[src/vline_pkg.sv]
// Purpose: shared constants and types for the vertical line defect corrector
// Assumes: 40 MHz hclk, AHB-Lite register access, 12-bit raw pixels
// Notes: register offsets are byte addresses of aligned 32-bit words
package vline_pkg;

   // ****************************************
   // widths and table size
   // ****************************************
   localparam int PIX_W = 12;
   localparam int POS_W = 13;
   localparam int LVL_W = 8;
   localparam int SHIFT_W = 3;
   localparam int TABLE_DEPTH = 16;
   localparam int TADDR_W = 4;
   localparam int WIN_TAPS = 5;
   localparam logic [POS_W-1:0] CENTER_LAG = 13'h0003;
   localparam logic [TADDR_W-1:0] TADDR_LAST = 4'hf;

   // ****************************************
   // register map
   // ****************************************
   localparam logic [7:0] ADDR_CTRL = 8'h00;
   localparam logic [7:0] ADDR_SAT = 8'h04;
   localparam logic [7:0] ADDR_MEMCTL = 8'h08;
   localparam logic [7:0] ADDR_ENT_V = 8'h0c;
   localparam logic [7:0] ADDR_ENT_H = 8'h10;
   localparam logic [7:0] ADDR_ENT_ROW = 8'h14;
   localparam logic [7:0] ADDR_ENT_UP = 8'h18;
   localparam logic [7:0] ADDR_ENT_DN = 8'h1c;
   localparam logic [7:0] ADDR_SYNC_CFG = 8'h20;

   // ****************************************
   // field positions
   // ****************************************
   localparam int CTRL_SHIFT_LSB = 8;
   localparam int CTRL_SKIP_BIT = 7;
   localparam int CTRL_MODE_LSB = 5;
   localparam int CTRL_EN_BIT = 4;
   localparam int MEM_CLR_BIT = 4;
   localparam int MEM_RST_BIT = 2;
   localparam int MEM_RD_BIT = 1;
   localparam int MEM_WR_BIT = 0;
   localparam int SYNC_BYPASS_BIT = 15;

   // ****************************************
   // encodings
   // ****************************************
   typedef enum logic [1:0] {
      MODE_SUB_PASS = 2'h0,
      MODE_SUB_INTERP = 2'h1,
      MODE_INTERP = 2'h2,
      MODE_RSVD = 2'h3
   } corr_mode_t;

   typedef enum logic {
      BUS_IDLE = 1'b0,
      BUS_DATA = 1'b1
   } bus_state_t;

   typedef enum logic {
      TBL_IDLE = 1'b0,
      TBL_CLEAR = 1'b1
   } tbl_state_t;

endpackage : vline_pkg

[src/vline_pixel_window.sv]
// Purpose: five-pixel horizontal window for interpolation
// Assumes: shift only on valid pixels
// Notes: tap_new is the newest pixel, tap_mid the centre, tap_old the oldest
`timescale 1ns/10ps
`default_nettype none
module vline_pixel_window
   import vline_pkg::*;
(
   input wire logic hclk, // clock
   input wire logic hresetn, // async reset, active low
   input wire logic shift_en, // accept a pixel
   input wire logic [PIX_W-1:0] pix, // incoming pixel
   output logic [PIX_W-1:0] tap_new, // pixel i+2
   output logic [PIX_W-1:0] tap_mid, // pixel i
   output logic [PIX_W-1:0] tap_old // pixel i-2
);
   logic [PIX_W-1:0] taps [WIN_TAPS];
   logic [PIX_W-1:0] next_taps [WIN_TAPS];

   always_comb begin
      for (int i = 0; i < WIN_TAPS; i++) begin
         next_taps[i] = taps[i];
      end
      if (shift_en) begin
         next_taps[0] = pix;
         for (int i = 1; i < WIN_TAPS; i++) begin
            next_taps[i] = taps[i-1];
         end
      end
   end

   always_ff @(posedge hclk or negedge hresetn) begin
      if (!hresetn) begin
         for (int i = 0; i < WIN_TAPS; i++) begin
            taps[i] <= '0;
         end
      end else begin
         taps <= next_taps;
      end
   end

   assign tap_new = taps[0];
   assign tap_mid = taps[2];
   assign tap_old = taps[WIN_TAPS-1];
endmodule : vline_pixel_window
`default_nettype wire

[src/vline_level_apply.sv]
// Purpose: shift a defect level and subtract it from a pixel
// Assumes: shift programmed 0..4, so the shifted level fits in a pixel
// Notes: purely combinational
`timescale 1ns/10ps
`default_nettype none
module vline_level_apply
   import vline_pkg::*;
(
   input wire logic [PIX_W-1:0] pix, // pixel value
   input wire logic [LVL_W-1:0] level, // 8-bit defect level
   input wire logic [SHIFT_W-1:0] shift, // left shift amount
   output logic [PIX_W-1:0] result // clamped difference
);
   logic [PIX_W-1:0] shifted;

   always_comb begin
      shifted = PIX_W'({{(PIX_W-LVL_W){1'b0}}, level} << shift);
      // clamp at zero: a wrapped result would turn dark pixels white
      if (pix >= shifted) begin
         result = pix - shifted;
      end else begin
         result = '0;
      end
   end
endmodule : vline_level_apply
`default_nettype wire

[src/vline_defect_correct.sv]
// Purpose: vertical line defect correction on a raw pixel stream, AHB-Lite registers
// Assumes: pixel stream and sync strobes are on hclk; one wait state per bus transfer
// Notes: corrected output lags the input by two pixels, to the window centre
//
// Behaviour
// defect levels are 8 bits, shifted left by the 3-bit shift field.
// software keeps the shift field at 0 to 4.
// skip bit set leaves pixels above the defect start row uncorrected.
// mode 0 subtract/pass saturated, 1 subtract/interpolate saturated, 2 interpolate.
// saturation compares against a 12-bit unsigned threshold.
// correction applies only while the enable bit is one.
// a written enable takes effect at the next vertical sync.
// clear strobe zeroes the whole table, then drops by itself.
// restart bit makes an access use offset 0 and self-clears afterwards.
// without restart, accesses walk to the next table address.
// read strobe loads one entry into the five data registers, self-clears.
// write strobe stores the five data registers into one entry, self-clears.
// software fills all five data registers before writing.
// software waits for the read strobe to drop before reading data.
// software writes zeros to reserved bits.
// bypass bit one applies synchronised settings at once.
// an entry holds a 13-bit start row and a 13-bit column.
// the third data register is the level for the start row.
// fourth and fifth data registers are levels above and below.
// a pixel at or above the threshold is saturating.
// subtraction clamps at zero.
//
// The register offsets and register access over AHB-Lite are this design's own decisions.
`timescale 1ns/10ps
`default_nettype none
module vline_defect_correct
   import vline_pkg::*;
(
   input wire logic hclk, // bus and pixel clock
   input wire logic hresetn, // async reset, active low
   input wire logic hsel, // slave select
   input wire logic [31:0] haddr, // byte address
   input wire logic [1:0] htrans, // transfer type
   input wire logic hwrite, // write transfer
   input wire logic [2:0] hsize, // word only
   input wire logic [31:0] hwdata, // write data
   input wire logic hready, // bus ready
   output logic [31:0] hrdata, // read data
   output logic hreadyout, // slave ready
   output logic hresp, // always okay
   input wire logic pix_valid, // pixel strobe
   input wire logic [PIX_W-1:0] pix_in, // raw pixel
   input wire logic line_start, // horizontal sync pulse
   input wire logic frame_start, // vertical sync pulse
   output logic [PIX_W-1:0] pix_out, // corrected pixel
   output logic pix_out_valid // corrected pixel strobe
);
   // ****************************************
   // state
   // ****************************************
   bus_state_t bus_state, next_bus_state;
   tbl_state_t tbl_state, next_tbl_state;
   logic [7:0] bus_addr, next_bus_addr;
   logic bus_write, next_bus_write;
   logic next_hreadyout;
   logic [31:0] next_hrdata;
   logic [SHIFT_W-1:0] level_shift_amount, next_level_shift_amount;
   logic upper_pixel_skip, next_upper_pixel_skip;
   corr_mode_t correction_method_select, next_correction_method_select;
   logic column_correction_on, next_column_correction_on;
   logic corr_active, next_corr_active;
   logic [PIX_W-1:0] saturation_threshold, next_saturation_threshold;
   logic table_clear_strobe, next_table_clear_strobe;
   logic table_address_restart, next_table_address_restart;
   logic table_read_strobe, next_table_read_strobe;
   logic table_write_strobe, next_table_write_strobe;
   logic [POS_W-1:0] entry_vertical_position, next_entry_vertical_position;
   logic [POS_W-1:0] entry_horizontal_position, next_entry_horizontal_position;
   logic [LVL_W-1:0] entry_level_at_row, next_entry_level_at_row;
   logic [LVL_W-1:0] entry_level_above, next_entry_level_above;
   logic [LVL_W-1:0] entry_level_below, next_entry_level_below;
   logic sync_latch_bypass, next_sync_latch_bypass;
   logic [TADDR_W-1:0] tbl_ptr, next_tbl_ptr;
   logic [TADDR_W-1:0] clr_cnt, next_clr_cnt;
   logic [TADDR_W-1:0] acc_addr;
   logic tbl_we, tbl_clr_we;
   logic [31:0] rd_mux;

   // defect table
   logic [POS_W-1:0] tbl_v [TABLE_DEPTH];
   logic [POS_W-1:0] tbl_h [TABLE_DEPTH];
   logic [LVL_W-1:0] tbl_row [TABLE_DEPTH];
   logic [LVL_W-1:0] tbl_up [TABLE_DEPTH];
   logic [LVL_W-1:0] tbl_dn [TABLE_DEPTH];
   logic tbl_vld [TABLE_DEPTH];

   // pixel path
   logic [POS_W-1:0] hcnt, next_hcnt;
   logic [POS_W-1:0] vcnt, next_vcnt;
   logic win_new, next_win_new;
   logic [PIX_W-1:0] next_pix_out;
   logic [PIX_W-1:0] tap_new, tap_mid, tap_old;
   logic [PIX_W-1:0] sub_res;
   logic [POS_W-1:0] ctr_col;
   logic [PIX_W:0] interp_sum;
   logic [PIX_W-1:0] interp;
   logic hit, do_corr, sat;
   logic [TADDR_W-1:0] hit_idx;
   logic [LVL_W-1:0] sel_level;

   // ****************************************
   // register file and table engine
   // ****************************************
   always_comb begin
      rd_mux = '0;
      case (bus_addr)
         ADDR_CTRL: begin
            rd_mux[CTRL_SHIFT_LSB +: SHIFT_W] = level_shift_amount;
            rd_mux[CTRL_SKIP_BIT] = upper_pixel_skip;
            rd_mux[CTRL_MODE_LSB +: 2] = correction_method_select;
            rd_mux[CTRL_EN_BIT] = column_correction_on;
         end
         ADDR_SAT: rd_mux[PIX_W-1:0] = saturation_threshold;
         ADDR_MEMCTL: begin
            rd_mux[MEM_CLR_BIT] = table_clear_strobe;
            rd_mux[MEM_RST_BIT] = table_address_restart;
            rd_mux[MEM_RD_BIT] = table_read_strobe;
            rd_mux[MEM_WR_BIT] = table_write_strobe;
         end
         ADDR_ENT_V: rd_mux[POS_W-1:0] = entry_vertical_position;
         ADDR_ENT_H: rd_mux[POS_W-1:0] = entry_horizontal_position;
         ADDR_ENT_ROW: rd_mux[LVL_W-1:0] = entry_level_at_row;
         ADDR_ENT_UP: rd_mux[LVL_W-1:0] = entry_level_above;
         ADDR_ENT_DN: rd_mux[LVL_W-1:0] = entry_level_below;
         ADDR_SYNC_CFG: rd_mux[SYNC_BYPASS_BIT] = sync_latch_bypass;
         default: rd_mux = '0;
      endcase
   end

   always_comb begin
      next_bus_state = bus_state;
      next_tbl_state = tbl_state;
      next_bus_addr = bus_addr;
      next_bus_write = bus_write;
      next_hreadyout = hreadyout;
      next_hrdata = hrdata;
      next_level_shift_amount = level_shift_amount;
      next_upper_pixel_skip = upper_pixel_skip;
      next_correction_method_select = correction_method_select;
      next_column_correction_on = column_correction_on;
      next_saturation_threshold = saturation_threshold;
      next_table_clear_strobe = table_clear_strobe;
      next_table_address_restart = table_address_restart;
      next_table_read_strobe = table_read_strobe;
      next_table_write_strobe = table_write_strobe;
      next_entry_vertical_position = entry_vertical_position;
      next_entry_horizontal_position = entry_horizontal_position;
      next_entry_level_at_row = entry_level_at_row;
      next_entry_level_above = entry_level_above;
      next_entry_level_below = entry_level_below;
      next_sync_latch_bypass = sync_latch_bypass;
      next_tbl_ptr = tbl_ptr;
      next_clr_cnt = clr_cnt;
      tbl_we = 1'b0;
      tbl_clr_we = 1'b0;
      acc_addr = table_address_restart ? '0 : tbl_ptr;

      // enable follows the written value at vertical sync, or at once while bypass is set
      if (sync_latch_bypass || frame_start) begin
         next_corr_active = column_correction_on;
      end else begin
         next_corr_active = corr_active;
      end

      // table engine: hardware clears come first so a bus set below wins
      case (tbl_state)
         TBL_IDLE: begin
            if (table_clear_strobe) begin
               next_tbl_state = TBL_CLEAR;
               next_clr_cnt = '0;
            end else if (table_write_strobe) begin
               tbl_we = 1'b1;
               next_tbl_ptr = acc_addr + 1'b1;
               next_table_write_strobe = 1'b0;
               next_table_address_restart = 1'b0;
            end else if (table_read_strobe) begin
               next_entry_vertical_position = tbl_v[acc_addr];
               next_entry_horizontal_position = tbl_h[acc_addr];
               next_entry_level_at_row = tbl_row[acc_addr];
               next_entry_level_above = tbl_up[acc_addr];
               next_entry_level_below = tbl_dn[acc_addr];
               next_tbl_ptr = acc_addr + 1'b1;
               next_table_read_strobe = 1'b0;
               next_table_address_restart = 1'b0;
            end
         end
         TBL_CLEAR: begin
            tbl_clr_we = 1'b1;
            next_clr_cnt = clr_cnt + 1'b1;
            if (clr_cnt == TADDR_LAST) begin
               next_tbl_state = TBL_IDLE;
               next_table_clear_strobe = 1'b0;
            end
         end
         default: next_tbl_state = TBL_IDLE;
      endcase

      // one wait state lets read data come straight from a flop
      case (bus_state)
         BUS_IDLE: begin
            if (hsel && hready && htrans[1]) begin
               next_bus_addr = haddr[7:0];
               next_bus_write = hwrite;
               next_hreadyout = 1'b0;
               next_bus_state = BUS_DATA;
            end
         end
         BUS_DATA: begin
            next_hreadyout = 1'b1;
            next_bus_state = BUS_IDLE;
            if (!bus_write) begin
               next_hrdata = rd_mux;
            end else begin
               case (bus_addr)
                  ADDR_CTRL: begin
                     next_level_shift_amount = hwdata[CTRL_SHIFT_LSB +: SHIFT_W];
                     next_upper_pixel_skip = hwdata[CTRL_SKIP_BIT];
                     next_correction_method_select =
                        corr_mode_t'(hwdata[CTRL_MODE_LSB +: 2]);
                     next_column_correction_on = hwdata[CTRL_EN_BIT];
                  end
                  ADDR_SAT: next_saturation_threshold = hwdata[PIX_W-1:0];
                  ADDR_MEMCTL: begin
                     if (hwdata[MEM_CLR_BIT]) begin
                        next_table_clear_strobe = 1'b1;
                     end
                     if (hwdata[MEM_RD_BIT]) begin
                        next_table_read_strobe = 1'b1;
                     end
                     if (hwdata[MEM_WR_BIT]) begin
                        next_table_write_strobe = 1'b1;
                     end
                     next_table_address_restart = hwdata[MEM_RST_BIT];
                  end
                  ADDR_ENT_V: next_entry_vertical_position = hwdata[POS_W-1:0];
                  ADDR_ENT_H: next_entry_horizontal_position = hwdata[POS_W-1:0];
                  ADDR_ENT_ROW: next_entry_level_at_row = hwdata[LVL_W-1:0];
                  ADDR_ENT_UP: next_entry_level_above = hwdata[LVL_W-1:0];
                  ADDR_ENT_DN: next_entry_level_below = hwdata[LVL_W-1:0];
                  ADDR_SYNC_CFG: next_sync_latch_bypass = hwdata[SYNC_BYPASS_BIT];
                  default: next_bus_addr = bus_addr;
               endcase
            end
         end
         default: next_bus_state = BUS_IDLE;
      endcase
   end

   always_ff @(posedge hclk or negedge hresetn) begin
      if (!hresetn) begin
         bus_state <= BUS_IDLE;
         tbl_state <= TBL_IDLE;
         bus_addr <= '0;
         bus_write <= 1'b0;
         hreadyout <= 1'b1;
         hrdata <= '0;
         hresp <= 1'b0;
         level_shift_amount <= '0;
         upper_pixel_skip <= 1'b0;
         correction_method_select <= MODE_SUB_PASS;
         column_correction_on <= 1'b0;
         corr_active <= 1'b0;
         saturation_threshold <= '0;
         table_clear_strobe <= 1'b0;
         table_address_restart <= 1'b0;
         table_read_strobe <= 1'b0;
         table_write_strobe <= 1'b0;
         entry_vertical_position <= '0;
         entry_horizontal_position <= '0;
         entry_level_at_row <= '0;
         entry_level_above <= '0;
         entry_level_below <= '0;
         sync_latch_bypass <= 1'b0;
         tbl_ptr <= '0;
         clr_cnt <= '0;
      end else begin
         bus_state <= next_bus_state;
         tbl_state <= next_tbl_state;
         bus_addr <= next_bus_addr;
         bus_write <= next_bus_write;
         hreadyout <= next_hreadyout;
         hrdata <= next_hrdata;
         hresp <= 1'b0;
         level_shift_amount <= next_level_shift_amount;
         upper_pixel_skip <= next_upper_pixel_skip;
         correction_method_select <= next_correction_method_select;
         column_correction_on <= next_column_correction_on;
         corr_active <= next_corr_active;
         saturation_threshold <= next_saturation_threshold;
         table_clear_strobe <= next_table_clear_strobe;
         table_address_restart <= next_table_address_restart;
         table_read_strobe <= next_table_read_strobe;
         table_write_strobe <= next_table_write_strobe;
         entry_vertical_position <= next_entry_vertical_position;
         entry_horizontal_position <= next_entry_horizontal_position;
         entry_level_at_row <= next_entry_level_at_row;
         entry_level_above <= next_entry_level_above;
         entry_level_below <= next_entry_level_below;
         sync_latch_bypass <= next_sync_latch_bypass;
         tbl_ptr <= next_tbl_ptr;
         clr_cnt <= next_clr_cnt;
      end
   end

   // ****************************************
   // defect table storage
   // ****************************************
   // a valid bit per entry keeps cleared rows from matching column 0
   always_ff @(posedge hclk or negedge hresetn) begin
      if (!hresetn) begin
         for (int i = 0; i < TABLE_DEPTH; i++) begin
            tbl_v[i] <= '0;
            tbl_h[i] <= '0;
            tbl_row[i] <= '0;
            tbl_up[i] <= '0;
            tbl_dn[i] <= '0;
            tbl_vld[i] <= 1'b0;
         end
      end else if (tbl_clr_we) begin
         tbl_v[clr_cnt] <= '0;
         tbl_h[clr_cnt] <= '0;
         tbl_row[clr_cnt] <= '0;
         tbl_up[clr_cnt] <= '0;
         tbl_dn[clr_cnt] <= '0;
         tbl_vld[clr_cnt] <= 1'b0;
      end else if (tbl_we) begin
         tbl_v[acc_addr] <= entry_vertical_position;
         tbl_h[acc_addr] <= entry_horizontal_position;
         tbl_row[acc_addr] <= entry_level_at_row;
         tbl_up[acc_addr] <= entry_level_above;
         tbl_dn[acc_addr] <= entry_level_below;
         tbl_vld[acc_addr] <= 1'b1;
      end
   end

   // ****************************************
   // pixel path
   // ****************************************
   vline_pixel_window u_window (
      .hclk(hclk),
      .hresetn(hresetn),
      .shift_en(pix_valid),
      .pix(pix_in),
      .tap_new(tap_new),
      .tap_mid(tap_mid),
      .tap_old(tap_old)
   );

   vline_level_apply u_apply (
      .pix(tap_mid),
      .level(sel_level),
      .shift(level_shift_amount),
      .result(sub_res)
   );

   always_comb begin
      ctr_col = hcnt - CENTER_LAG;
      hit = 1'b0;
      hit_idx = '0;
      for (int i = 0; i < TABLE_DEPTH; i++) begin
         if (!hit && tbl_vld[i] && tbl_h[i] == ctr_col) begin
            hit = 1'b1;
            hit_idx = TADDR_W'(i);
         end
      end
      if (vcnt == tbl_v[hit_idx]) begin
         sel_level = tbl_row[hit_idx];
      end else if (vcnt < tbl_v[hit_idx]) begin
         sel_level = tbl_up[hit_idx];
      end else begin
         sel_level = tbl_dn[hit_idx];
      end
      do_corr = corr_active && hit
         && !(upper_pixel_skip && vcnt < tbl_v[hit_idx]);
      interp_sum = {1'b0, tap_old} + {1'b0, tap_new};
      interp = interp_sum[PIX_W:1];
      sat = tap_mid >= saturation_threshold;
      next_pix_out = win_new ? tap_mid : pix_out;
      if (do_corr && win_new) begin
         case (correction_method_select)
            MODE_SUB_PASS: next_pix_out = sat ? tap_mid : sub_res;
            MODE_SUB_INTERP: next_pix_out = sat ? interp : sub_res;
            MODE_INTERP: next_pix_out = interp;
            default: next_pix_out = tap_mid;
         endcase
      end
      next_win_new = pix_valid;
      next_hcnt = hcnt;
      next_vcnt = vcnt;
      if (frame_start) begin
         next_vcnt = '0;
         next_hcnt = '0;
      end else if (line_start) begin
         next_vcnt = vcnt + 1'b1;
         next_hcnt = '0;
      end else if (pix_valid) begin
         next_hcnt = hcnt + 1'b1;
      end
   end

   always_ff @(posedge hclk or negedge hresetn) begin
      if (!hresetn) begin
         hcnt <= '0;
         vcnt <= '0;
         win_new <= 1'b0;
         pix_out <= '0;
         pix_out_valid <= 1'b0;
      end else begin
         hcnt <= next_hcnt;
         vcnt <= next_vcnt;
         win_new <= next_win_new;
         pix_out <= next_pix_out;
         pix_out_valid <= win_new;
      end
   end
endmodule : vline_defect_correct
`default_nettype wire

[config.mk]
export PLATFORM = sky130hd
export DESIGN_NAME = vline_defect_correct
export DESIGN_NICKNAME = d
export VERILOG_FILES = /design/src/vline_pkg.sv /design/src/vline_pixel_window.sv /design/src/vline_level_apply.sv /design/src/vline_defect_correct.sv
export SDC_FILE = /design/constraint.sdc
export NUM_CORES = 2
export LEC_CHECK = 0
export BUFFER_PORTS_ARGS = -buffer_cell sky130_fd_sc_hd__buf_2
export CORE_ASPECT_RATIO = 1.1
export CORE_UTILIZATION = 30
export DETAILED_ROUTE_END_ITERATION = 10
export SYNTH_ARGS = -nofsm -noshare
export SYNTH_HDL_FRONTEND = slang
export SYNTH_HIERARCHICAL = 1
export SYNTH_SLANG_ARGS = --single-unit
[constraint.sdc]
create_clock -name hclk -period 12.95 [get_ports hclk]
set_input_delay 0.6475 -clock hclk [delete_from_list [all_inputs] [get_ports hclk]]
set_output_delay 0.6475 -clock hclk [all_outputs]
set_load 0.01 [all_outputs]
==> impl_results.md <==
* Status: finished, final reports clean
* Met1 Use GR at a little under a third
* Port Buf Inserts at 70
* P&R area growth vs syn at 10.8%
* Core Footprint at about 0.22 sq mm
* Number of synthesized register bits at about 1,000
* IR drop worst, VDD at 0.353 mV
* Setup_tns at 0 ns
* YS warnings at 6
* Worst-margin pin slew at 1.39 ns
* Met2 Use GR at between 30 and 40%
* Global-route wire length before repair at about 400 mm
* Unrepaired setup endpoints after global routing: false
* Post-synthesis sequential area ratio at 39.3%
* HP Class: input pin to flip-flop
* Sw power at 3.69 mW
* Ys flop type: dfrtp_1
* Crit-path max FO at 24
* DRT antenna net count at 0
* Final worst clock skew at ~0.044 ns
* Critical Path AT at around 13 ns
* Pwr Density at 141 mW/mm^2
* Largest net degree at the start of global routing at around 170
* Slew HR at 7.56%
* Post-synthesis cell count at around 8,000
* Slew Limit Fails at 0
* Compound-cell area share of the yosys netlist at a little under a fifth
* Share of total power in sequential cells at a little over a third
* CTS H-Tree Depth at 3
* Die height at roughly 490 um
* Logic pwr share at about 28%
* Post-synth EDFFs at 0
* Die Area at between 0.2 and 0.25 sq mm
* Clk root buf: clkbuf_16
* CTS tree: yes
* FP Rows at approximately 180
* Post-synthesis mux area share at between 9 and 10%
* # DRC at 0
* Max-cap viol count at 0
* Commonest cells after routing, fill and taps aside: nand2_1, o21ai_0, dfrtp_1, mux2i_1, buf_4
* Clock power share at between 30 and 40%
* Worst hold margin at about 0.053 ns
* Pleak at 29.8 nW
* Routed wire length at between 200 and 300 mm
* Final setup fails at 0
* Post-Synth Simple-Gate Area at between 20% and 30%
* 1st-pass router iterations at 9
* Kind of critical path: flip-flop to flip-flop
* Post-synthesis instance area at 0.0653 sq mm
* CP Capture Type: flip-flop
* Slowest Stage Delay on Critical Path at about 0.9 ns
* Grt peak-use layer: met2
* Fillers at ~22,000
* Avg Cell Area, Syn at 8.21 sq um
* Layout cells sized above 1 at approximately 11%
* Switching Fraction at 36.1%
* Largest family of logic cells by synthesized area: simple AND/OR/NAND/NOR gates
* Area contributors post-synth: dfrtp_1, nand2_1, o21ai_0
* Tot GR Track Use at a little under a quarter
* Iter 0 DRT Violations at 7,033
* DP Wirelength at 166 mm
* Worst endpoint required time at between 10 and 15 ns
* Final min period at roughly 12 ns
* Fin. Hold Viols at 0
* Fmax at around 82 MHz
* Post-synth ARST share at 100%
* Synth Area in XOR/XNOR at 4.01%
* Critical path's slowest cell: nor4b_1
* Synth top area share at about 39%
* Int Power at approximately 6.5 mW
* Post-route clock period utilization at a little over nine tenths
* Most common cell after layout, fill and taps aside: nand2_1
* Num CTS Buffers at about 120
* Grt ovf at 0
* Yosys cell types at around 120
* Yosys top cell by area: dfrtp_1
* Nets@finish at 7,756
* Sink Count at 1,025
* Wire per inst at approximately 25 um
* GPL Wtd Cong at around 0.95
* Post-CTS Repair Setup Buffers at 0
* Vias in the first global route at 58,400
* Clk_lat worst skew at a little over 0.8 ns
* Post-synthesis adder-cell area fraction at between 1 and 1.5%
* CTS max path bufs at 3
* Routed vias at around 60,000
* I/O pin count at approximately 140
* Antenna violations before repair at 12
* Routing usage on met3 at roughly 4.5%
* Vias per cell at about 5.7
* Launching element type of the critical path: flip-flop
* Clk slew on worst S/H paths at about 0.060 ns
* Die Width at 447 um
* Initial Utilization at a little under a third
-- cell families (layout without fill, tap and decap cells) --
family,after synthesis,count (layout)
other cells,1,21
xor+xnor,207,207
simple gates,3267,3267
mux,530,530
fa+ha+maj,62,62
flops,1025,1025
compound gates,1986,1986
buf+inv,870,613
-- worst paths after layout --
path                       depth (start not counted)        from                   to  slack [ns]
max                                               41     hcnt[5]           pix_out[0]        0.74
min                                                3    haddr[6]          bus_addr[6]        0.05
max reg2reg                                       41     hcnt[5]           pix_out[0]        0.74
min reg2reg                                        1  tbl_vld[2]           tbl_vld[2]        0.47
max in group asynchronous                          4     hresetn           tbl_h[179]        9.88
min in group asynchronous                          2     hresetn  u_window/tap_new[9]        0.51
-- flip-flops by register name, indices dropped and copies added, names as in the netlist, 8 cells and up --
name                       flops
entry_vertical_position       13
hcnt                          13
u_window/taps                 24
tbl_vld                       16
tbl_h                        208
pix_out                       12
tbl_up                       128
u_window/tap_mid              12
vcnt                          13
tbl_dn                       128
entry_horizontal_position     13
entry_level_above              8
entry_level_below              8
entry_level_at_row             8
tbl_row                      128
saturation_threshold          12
hrdata                        14
bus_addr                       8
u_window/tap_new              12
u_window/tap_old              12
tbl_v                        208
-- power groups by stage --
stage	clock network, mW	logic (mW)	registers [mW]
detailed placement	0	2.74	3.73
finish	3.72	2.81	3.69
floorplan	0	1.82	3.48
global placement	0	2.72	3.73
CTS	3.75	2.75	3.68
global route	3.87	2.93	3.70
-- stage by stage --
step	cells	total power, mW	cell area [sq um]	worst slack [ns]	util [%]
3_5_place_dp	10400	6.47	68000	1.16	31.4
2_1_floorplan	7966	5.31	65300	2.54	-
6_report	10600	10.2	72300	0.738	33.4
5_1_grt	10600	10.5	72300	0.397	33.4
3_3_place_gp	10400	6.45	68000	1.25	31.4
4_1_cts	10600	10.2	72300	1.11	33.4
-- cells in the mapped netlist, types with 63 or more instances --
master    instances
mux2_2          131
o211ai_1         74
mux2i_1         315
a21oi_1         177
nor2_1          210
clkbuf_1        550
dfrtp_1        1024
xnor2_1          86
a211oi_1        156
o21ai_0        1035
nor2b_1         142
buf_1            80
nand3_1         203
nand2_1        2359
a31oi_1          91
xor2_1           63
a311oi_1         74
buf_4            83
mux2_4           64
-- critical path, delay by kind of cell (launching register included) --
| kind | cells | cell delay (ns) |
|---|---|---|
| AO/OA/AOI/OAI | 16 | 4.01 |
| adder cells (fa/ha/maj) | 2 | 0.61 |
| buffers and inverters | 6 | 1.72 |
| flip-flops | 1 | 0.77 |
| multiplexers | 9 | 2.19 |
| AND/OR/NAND/NOR | 8 | 2.77 |
-- cell type report --
| class | count | area (sq um) | share of cell area (%) |
|---|---|---|---|
| multi-input cells | 6071 | 36000 | 49.8 |
| flip-flops and latches | 1025 | 25700 | 35.5 |
| well taps | 2896 | 3620 | 5.01 |
| clock buffers | 163 | 3440 | 4.76 |
| repair buffers | 331 | 2490 | 3.44 |
| clock inverters | 60 | 836 | 1.16 |
| inverters | 59 | 234 | 0.324 |
| diodes | 2 | 5.00 | 0.00692 |
-- metal layers --
| metal | up-vias | wire (um) |
|---|---|---|
| met5 | - | 100 |
| met4 | 14 | 18300 |
| met3 | 858 | 25600 |
| met2 | 3440 | 120000 |
| met1 | 29600 | 106000 |
| li1 | 26800 | - |
-- repair_timing --
item                                   in CTS  in global routing
gates resized for setup                     0                  0
endpoints found under the hold margin      94                  0
hold buffers                                1                  0
(Power assumes the default switching activity.)
